==> config.mk <==
export PLATFORM = sky130hd
export DESIGN_NAME = dtt_trace_regs
export DESIGN_NICKNAME = d
export VERILOG_FILES = /design/src/dtt_pkg.sv /design/src/dtt_trace_regs.sv
export SDC_FILE = /design/constraint.sdc
export NUM_CORES = 1
export LEC_CHECK = 0
export CAP_MARGIN = 15
export CORE_AREA = 2 2 222 224
export DETAILED_ROUTE_END_ITERATION = 7
export DIE_AREA = 0 0 224 226
export DONT_BUFFER_PORTS = 1
export HOLD_SLACK_MARGIN = 0.08
export PLACE_DENSITY = 0.6
export SYNTH_ARGS = -nofsm -noshare
export SYNTH_HDL_FRONTEND = slang
export SYNTH_HIERARCHICAL = 1
export SYNTH_SLANG_ARGS = --single-unit
==> constraint.sdc <==
create_clock -name clock -period 4.7 [get_ports clock]
set_input_delay 0.235 -clock clock [delete_from_list [all_inputs] [get_ports clock]]
set_output_delay 0.235 -clock clock [all_outputs]
set_load 0.05 [all_outputs]
==> src/dtt_pkg.sv <==
// Constants and types shared by the debug trace and trigger register logic.
`default_nettype none
package dtt_pkg;
   localparam int DATA_W = 8;
   localparam int ADDR_W = 16;
   localparam int TRACE_DEPTH = 8;
   localparam int BUF_DEPTH = 16;
   localparam int IDX_W = 4;
   localparam int COUNT_W = 4;

   localparam logic [IDX_W-1:0] IDX_FORCE_RESET = 4'h0;
   localparam logic [IDX_W-1:0] IDX_CMP_A_HIGH = 4'h1;
   localparam logic [IDX_W-1:0] IDX_CMP_A_LOW = 4'h2;
   localparam logic [IDX_W-1:0] IDX_CMP_B_HIGH = 4'h3;
   localparam logic [IDX_W-1:0] IDX_CMP_B_LOW = 4'h4;
   localparam logic [IDX_W-1:0] IDX_FIFO_HIGH = 4'h5;
   localparam logic [IDX_W-1:0] IDX_FIFO_LOW = 4'h6;
   localparam logic [IDX_W-1:0] IDX_CONTROL = 4'h7;

   localparam int BIT_ENABLE = 7;
   localparam int BIT_ARM = 6;
   localparam int BIT_TAG = 5;
   localparam int BIT_BREAK = 4;
   localparam int BIT_RWA = 3;
   localparam int BIT_RWA_EN = 2;
   localparam int BIT_RWB = 1;
   localparam int BIT_RWB_EN = 0;
   localparam int BIT_FORCE_RESET = 0;

   localparam logic [ADDR_W-1:0] CMP_RESET = 16'h0000;
   localparam logic [DATA_W-1:0] CONTROL_RESET = 8'h00;
   localparam logic [DATA_W-1:0] READ_ZERO = 8'h00;
   localparam logic [COUNT_W-1:0] COUNT_RESET = 4'h0;
   localparam logic [COUNT_W-1:0] TRACE_FULL = 4'h8;

   typedef enum logic [3:0] {
      TRG_A_ONLY = 4'h0,
      TRG_A_OR_B = 4'h1,
      TRG_A_THEN_B = 4'h2,
      TRG_EVENT_B = 4'h3,
      TRG_A_THEN_EVENT_B = 4'h4,
      TRG_A_AND_B_DATA = 4'h5,
      TRG_A_AND_NOT_B_DATA = 4'h6,
      TRG_INSIDE = 4'h7,
      TRG_OUTSIDE = 4'h8
   } dtt_trig_t;

   typedef enum logic [1:0] {
      RUN_IDLE = 2'h0,
      RUN_WAIT = 2'h1,
      RUN_STORE = 2'h3
   } dtt_run_t;
endpackage
`default_nettype wire

==> src/dtt_trace_regs.sv <==
// Stream FIFO and the debug comparator, trace FIFO and control register block.
`default_nettype none
module dtt_stream_fifo #(
   parameter int WIDTH = 16,
   parameter int DEPTH = 16
) (
   // Clock and reset.
   input wire logic clock,
   input wire logic reset,
   input wire logic flush,
   // Filling side.
   input wire logic inValid,
   output logic inReady,
   input wire logic [WIDTH-1:0] inData,
   // Draining side.
   output logic outValid,
   input wire logic outReady,
   output logic [WIDTH-1:0] outData
);
   localparam int PTR_W = $clog2(DEPTH);
   localparam logic [PTR_W:0] FULL_LEVEL = (PTR_W + 1)'(DEPTH);
   typedef struct packed {
      logic [DEPTH-1:0][WIDTH-1:0] mem;
      logic [PTR_W-1:0] wrPtr;
      logic [PTR_W-1:0] rdPtr;
      logic [PTR_W:0] level;
   } dtt_fifo_state_t;
   dtt_fifo_state_t st;
   dtt_fifo_state_t next_st;
   logic push;
   logic pop;

   assign inReady = st.level != FULL_LEVEL;
   assign outValid = st.level != '0;
   assign outData = st.mem[st.rdPtr];

   always_comb begin
      next_st = st;
      push = inValid && inReady;
      pop = outValid && outReady;
      if (push) begin
         next_st.mem[st.wrPtr] = inData;
         next_st.wrPtr = st.wrPtr + 1'b1;
      end
      if (pop) begin
         next_st.rdPtr = st.rdPtr + 1'b1;
      end
      if (push && !pop) begin
         next_st.level = st.level + 1'b1;
      end else if (pop && !push) begin
         next_st.level = st.level - 1'b1;
      end
      if (flush) begin
         next_st.wrPtr = '0;
         next_st.rdPtr = '0;
         next_st.level = '0;
      end
   end

   always_ff @(posedge clock) begin
      if (reset) begin
         st <= '0;
      end else begin
         st <= next_st;
      end
   end
endmodule

module dtt_trace_regs (
   // Clock and reset.
   input wire logic clock,
   input wire logic reset,
   // Register access port.
   input wire logic regRead,
   input wire logic regWrite,
   input wire logic bdmAccess,
   input wire logic [dtt_pkg::IDX_W-1:0] regIndex,
   input wire logic [dtt_pkg::DATA_W-1:0] regWriteData,
   output logic [dtt_pkg::DATA_W-1:0] regReadData,
   // CPU bus observation.
   input wire logic cpuCycle,
   input wire logic cpuRead,
   input wire logic cpuFetch,
   input wire logic [dtt_pkg::ADDR_W-1:0] cpuAddr,
   input wire logic [dtt_pkg::DATA_W-1:0] cpuData,
   input wire logic cpuExec,
   input wire logic [dtt_pkg::ADDR_W-1:0] cpuExecAddr,
   // Trigger setup and chip state.
   input wire logic [3:0] triggerModeCode,
   input wire logic beginTrace,
   input wire logic executionQualifiedTrigger,
   input wire logic chipSecure,
   // Outputs to CPU and system.
   output logic breakRequest,
   output logic breakTag,
   output logic systemResetRequest,
   output logic runActiveFlag,
   output logic [dtt_pkg::COUNT_W-1:0] traceValidCount
);
   import dtt_pkg::*;

   typedef struct packed {
      logic [ADDR_W-1:0] cmpA;
      logic [ADDR_W-1:0] cmpB;
      logic [DATA_W-1:0] control;
      dtt_run_t run;
      logic aSeen;
      logic [COUNT_W-1:0] count;
      logic [TRACE_DEPTH-1:0][ADDR_W-1:0] trace;
      logic [ADDR_W-1:0] lastFetch;
      logic [DATA_W-1:0] readData;
      logic breakReq;
      logic breakType;
      logic forceReset;
   } dtt_state_t;

   dtt_state_t st;
   dtt_state_t next_st;
   logic [ADDR_W-1:0] tapAddr;
   logic tapValid;
   logic tapRead;
   logic aHit;
   logic bHit;
   logic armed;
   logic trigger;
   logic eventMode;
   logic beginRun;
   logic lowRead;
   logic startRun;
   logic capValid;
   logic [ADDR_W-1:0] capWord;
   logic bufInReady;
   logic bufOutValid;
   logic bufOutReady;
   logic [ADDR_W-1:0] bufOutData;
   logic drain;
   logic enableNew;
   logic armNew;
   logic runDone;

   function automatic logic cmpHit(input logic [ADDR_W-1:0] value, input logic [ADDR_W-1:0] addr,
                                   input logic valid, input logic qualify, input logic dir,
                                   input logic rd);
      cmpHit = valid && (addr == value) && (!qualify || (dir == rd));
   endfunction

   function automatic logic isEventMode(input logic [3:0] mode);
      isEventMode = (mode == TRG_EVENT_B) || (mode == TRG_A_THEN_EVENT_B);
   endfunction

   function automatic logic [TRACE_DEPTH-1:0][ADDR_W-1:0] shiftIn(
         input logic [TRACE_DEPTH-1:0][ADDR_W-1:0] trace, input logic [ADDR_W-1:0] word);
      shiftIn = {word, trace[TRACE_DEPTH-1:1]};
   endfunction

   dtt_stream_fifo #(.WIDTH(ADDR_W), .DEPTH(BUF_DEPTH)) captureBuffer (
      .clock(clock),
      .reset(reset),
      .flush(startRun),
      .inValid(capValid && st.run == RUN_STORE),
      .inReady(bufInReady),
      .inData(capWord),
      .outValid(bufOutValid),
      .outReady(bufOutReady),
      .outData(bufOutData)
   );

   assign regReadData = st.readData;
   assign breakRequest = st.breakReq;
   assign breakTag = st.breakType;
   assign systemResetRequest = st.forceReset;
   assign runActiveFlag = st.control[BIT_ARM];
   assign traceValidCount = st.count;

   always_comb begin
      tapAddr = executionQualifiedTrigger ? cpuExecAddr : cpuAddr;
      tapValid = executionQualifiedTrigger ? cpuExec : cpuCycle;
      tapRead = executionQualifiedTrigger ? 1'b1 : cpuRead;
      aHit = cmpHit(st.cmpA, tapAddr, tapValid, st.control[BIT_RWA_EN],
                    st.control[BIT_RWA], tapRead);
      bHit = cmpHit(st.cmpB, tapAddr, tapValid, st.control[BIT_RWB_EN],
                    st.control[BIT_RWB], tapRead);
      armed = st.run != RUN_IDLE;
      eventMode = isEventMode(triggerModeCode);
      beginRun = beginTrace || eventMode;
      case (triggerModeCode)
         TRG_A_ONLY: trigger = aHit;
         TRG_A_OR_B: trigger = aHit || bHit;
         TRG_A_THEN_B: trigger = st.aSeen && bHit;
         TRG_EVENT_B: trigger = bHit;
         TRG_A_THEN_EVENT_B: trigger = st.aSeen && bHit;
         TRG_A_AND_B_DATA: trigger = aHit && (cpuData == st.cmpB[DATA_W-1:0]);
         TRG_A_AND_NOT_B_DATA: trigger = aHit && (cpuData != st.cmpB[DATA_W-1:0]);
         TRG_INSIDE: trigger = tapValid && tapAddr >= st.cmpA && tapAddr <= st.cmpB;
         TRG_OUTSIDE: trigger = tapValid && (tapAddr < st.cmpA || tapAddr > st.cmpB);
         default: trigger = 1'b0;
      endcase
      trigger = trigger && armed;
      capWord = eventMode ? {READ_ZERO, cpuData} : cpuAddr;
      capValid = eventMode ? trigger : cpuFetch;
      lowRead = regRead && regIndex == IDX_FIFO_LOW;
      bufOutReady = !lowRead && !(beginRun && st.count == TRACE_FULL);
      drain = bufOutValid && bufOutReady;
      runDone = beginRun ? (drain && st.count == TRACE_FULL - 1'b1) : trigger;
      runDone = runDone && st.run == RUN_STORE;
      enableNew = regWriteData[BIT_ENABLE] && !chipSecure;
      armNew = regWriteData[BIT_ARM] && enableNew;
      startRun = regWrite && regIndex == IDX_CONTROL && armNew &&
                 (!st.control[BIT_ARM] || runDone);

      next_st = st;
      next_st.breakReq = 1'b0;
      next_st.forceReset = 1'b0;
      if (cpuFetch) begin
         next_st.lastFetch = cpuAddr;
      end
      if (armed && aHit) begin
         next_st.aSeen = 1'b1;
      end
      if (drain) begin
         next_st.trace = shiftIn(st.trace, bufOutData);
         if (st.count != TRACE_FULL) begin
            next_st.count = st.count + 1'b1;
         end
      end
      case (st.run)
         RUN_WAIT: begin
            if (trigger) begin
               next_st.run = RUN_STORE;
            end
         end
         RUN_STORE: begin
            if (runDone) begin
               next_st.run = RUN_IDLE;
               next_st.control[BIT_ARM] = 1'b0;
               next_st.breakReq = st.control[BIT_BREAK];
               next_st.breakType = st.control[BIT_TAG];
            end
         end
         default: begin
         end
      endcase

      if (regRead) begin
         if (regIndex == IDX_FORCE_RESET) begin
            next_st.readData = READ_ZERO;
         end else if (regIndex == IDX_CMP_A_HIGH) begin
            next_st.readData = st.cmpA[ADDR_W-1:DATA_W];
         end else if (regIndex == IDX_CMP_A_LOW) begin
            next_st.readData = st.cmpA[DATA_W-1:0];
         end else if (regIndex == IDX_CMP_B_HIGH) begin
            next_st.readData = st.cmpB[ADDR_W-1:DATA_W];
         end else if (regIndex == IDX_CMP_B_LOW) begin
            next_st.readData = st.cmpB[DATA_W-1:0];
         end else if (regIndex == IDX_FIFO_HIGH) begin
            next_st.readData = eventMode ? READ_ZERO : st.trace[0][ADDR_W-1:DATA_W];
         end else if (regIndex == IDX_FIFO_LOW) begin
            next_st.readData = st.trace[0][DATA_W-1:0];
         end else if (regIndex == IDX_CONTROL) begin
            next_st.readData = st.control;
         end else begin
            next_st.readData = READ_ZERO;
         end
      end
      if (lowRead && !st.control[BIT_ARM]) begin
         next_st.trace = shiftIn(st.trace, st.lastFetch);
      end

      if (regWrite) begin
         if (regIndex == IDX_FORCE_RESET) begin
            next_st.forceReset = bdmAccess && regWriteData[BIT_FORCE_RESET];
         end else if (regIndex == IDX_CMP_A_HIGH && !st.control[BIT_ARM]) begin
            next_st.cmpA[ADDR_W-1:DATA_W] = regWriteData;
         end else if (regIndex == IDX_CMP_A_LOW && !st.control[BIT_ARM]) begin
            next_st.cmpA[DATA_W-1:0] = regWriteData;
         end else if (regIndex == IDX_CMP_B_HIGH && !st.control[BIT_ARM]) begin
            next_st.cmpB[ADDR_W-1:DATA_W] = regWriteData;
         end else if (regIndex == IDX_CMP_B_LOW && !st.control[BIT_ARM]) begin
            next_st.cmpB[DATA_W-1:0] = regWriteData;
         end else if (regIndex == IDX_CONTROL) begin
            next_st.control = {enableNew, armNew, regWriteData[BIT_TAG:0]};
            if (startRun) begin
               next_st.run = (beginTrace && !eventMode) ? RUN_WAIT : RUN_STORE;
               next_st.count = COUNT_RESET;
               next_st.aSeen = 1'b0;
            end else if (!armNew) begin
               next_st.run = RUN_IDLE;
            end
         end
      end
   end

   always_ff @(posedge clock) begin
      if (reset) begin
         st <= '{cmpA: CMP_RESET, cmpB: CMP_RESET, control: CONTROL_RESET, run: RUN_IDLE,
                 count: COUNT_RESET, readData: READ_ZERO, default: '0};
      end else begin
         st <= next_st;
      end
   end
endmodule
`default_nettype wire

==> qor.txt <==
Status: finished clean
Vias per cell: 5.45
Num Clock Sinks: 471
Clock Tree Buf Depth: 3
Gr ovfl total: 0
Drt first-iter violations: 1,317
Die height: 226 um
Io pins: 84
Worst setup endpoint: captureBuffer/st[17]
Worst endpoint required time: 5.18 ns
Final count of negative-setup-slack endpoints: 0
Reg2reg end: captureBuffer/st[17]
Clock skew: 0.0140 ns
Core Region: 48,300 um2
Sequential power share: 43.3%
Max FO, Critical Path: 5
Max-slew headroom: 21.0%
Synth Instances: 2,224
Synth Net Count: 2,337
Tot GR Track Use: 23.7%
Design area: 25,800 um2
Critical Path AT: 4.86 ns
Detailed Place HPWL: 37,300 um
Max stage delay on crit path: 0.55 ns
First-pass GRT wire length: 94,300 um
Chip width: 224 um
Root buf cell: clkbuf_16
Slowest CP cell: dlygate4sd3_1
Setup slack, reg-to-reg: 0.32 ns
Total power: 9.93 mW
R2r startpoint: st[198]
Ant. Diodes: 0
Die area: 50,600 um2
Syn_area_per_cell: 9.66 um2
Share of layout cells above drive strength 1: 11.2%
Switching share of total power: 30.2%
Hold Crit Class: input pin to flip-flop
Max-slew violation count: 0
CP cell instances: inv_1 -> ha_1 -> nand4_1 -> nor4_2 -> buf_4 -> nand2_1 -> o41ai_4 -> or2_2 -> nor2_1 -> a211oi_2 -> buf_4 -> nand2_1 -> a2111oi_4 -> buf_4 -> mux2i_1 -> nor2_1 -> dlygate4sd3_1
PortBufs: 0
Final ANT Viol Nets: 0
H-Tree Depth: 2
Synth warn: 6
Most common cell on crit path: buf_4
NetSw: 3.00 mW
Routed via count: 16,598
Worst Setup Start Kind: flip-flop
Setup TNS: 0 ns
Worst setup path class: flip-flop to flip-flop
Worst-case reg-to-reg path depth: 17
Worst-Skew Late Latency: 0.60 ns
GPL Wtd Cong: 0.917
Fmax: 0.228 GHz
DR DRC count: 0
Clock power frac: 41.0%
Total CTS buffers: 51
Reg clk slew, reported paths: 0.06 ns
Post-layout nets: 2,493
Leakage power: 9.58 nW
Post-place instance area: 21,800 um2
Drt pass-1 iters: 5
Vias in the first global route: 16,677
Period Utilization, post-route: 93.3%
Worst-Margin Slew: 1.19 ns
Final hold vios: 0
Combinational Power Share: 15.7%
Synthesized area: 21,500 um2
CTS tree: done
Antenna violations before repair: 0
VDD IR max: 0.270 mV
Max cap viols: 0
P_int: 6.93 mW
# rows: 81
Unrepaired setup endpoints after global routing: no
Worst Setup SP: st[198]
Largest net degree at the start of global routing: 266
Starting Density: 44.4%
Period minus WS final: 4.38 ns
WL/cell: 19.7 um
Detailed Route WL: 60,000 um
P per Cell Area: 385 nW/um2
Element type at the critical path end: flip-flop
P&R area growth vs syn: 20.3%
[critical path: cells and delay by family (launching register included)]
kind | cells | cell delay (ns)
AO/OA/AOI/OAI | 3 | 0.93
adder cells (fa/ha/maj) | 1 | 0.28
buffers and inverters | 5 | 1.20
flip-flops | 1 | 0.42
multiplexers | 1 | 0.18
AND/OR/NAND/NOR | 7 | 1.22
[routing by layer]
layer  routed length [um]  GRT usage (%)  vias to the layer above
li1                     -              -                     8006
met1                26400           29.8                     8107
met2                28900           41.0                      365
met3                 2500           3.30                      120
met4                 2180           9.53                        0
met5                    0              0                        -
[placed cells by master (no fill, tap or decap), drive strengths merged, types with 4 or more instances in the layout]
cell type and count:
a2111oi 16, a21oi 161, a22oi 37, a311oi 18, and2 5, buf 57
clkbuf 72, clkinv 13, clkinvlp 4, dfxtp 471, dlygate4sd3 219, ha 44
inv 48, mux2 24, mux2i 318, mux4 64, nand2 305, nand2b 12
nand3 17, nand4 11, nor2 362, nor2b 17, nor3 5, nor4 7
o211ai 15, o21ai 19, o221ai 5, o22a 5, or2 8, xnor2 4
xor2 15
[sequential cells by signal, indices dropped and copies added (netlist names)]
signal and count:
breakRequest 1, breakTag 1, captureBuffer/st 269, regReadData 8, runActiveFlag 1, st 186
systemResetRequest 1, traceValidCount 4
[repair_timing]
action / CTS / global route
setup endpoints to repair: 0 / 4
endpoints found under the hold margin: 468 / 1
hold buffers: 219 / 1
resized for setup: 0 / 3
buffers inserted: 0 / 0
[how the worst min path moves through the flow]
| stage | startpoint | endpoint | slack (ns) | cells past startpoint |
|---|---|---|---|---|
| floorplan | regIndex[0] | systemResetRequest | 0.31 | 1 |
| global placement | regIndex[0] | systemResetRequest | 0.31 | 1 |
| detailed placement | regIndex[0] | systemResetRequest | 0.32 | 1 |
| CTS | cpuAddr[8] | captureBuffer/st[229] | 0.17 | 4 |
| global route | cpuAddr[15] | captureBuffer/st[28] | 0.1 | 3 |
| finish | cpuAddr[15] | captureBuffer/st[76] | 0.10 | 3 |
[power by group through the flow]
stage               sequential (mW)  clock, mW  combinational (mW)
floorplan                      4.18          0                1.43
global placement               4.39          0                1.43
detailed placement             4.40          0                1.44
CTS                            4.31       4.14                1.53
global route                   4.32       4.30                1.70
finish                         4.30       4.07                1.56
[stage by stage]
stage                     std cells  hold WS [ns]  utilization [%]  setup WS (ns)
after global routing           3043        0.0981             53.4         0.0390
after floorplan                2224         0.312                -         0.0580
after detailed placement       2726         0.317             45.2          0.243
after global placement         2726         0.315             45.2          0.243
after CTS                      3039         0.167             53.3         0.0105
final                          3043         0.102             53.4          0.316
[layout make-up]
class	instances	area [um2]
fill	4324	22500
multi-input combinational	1534	11000
sequential	471	9440
timing repair buffer	276	2740
clock buffer	72	1480
tap	622	778
clock inverter	22	234
inverter	46	173
(Power assumes the default switching activity.)
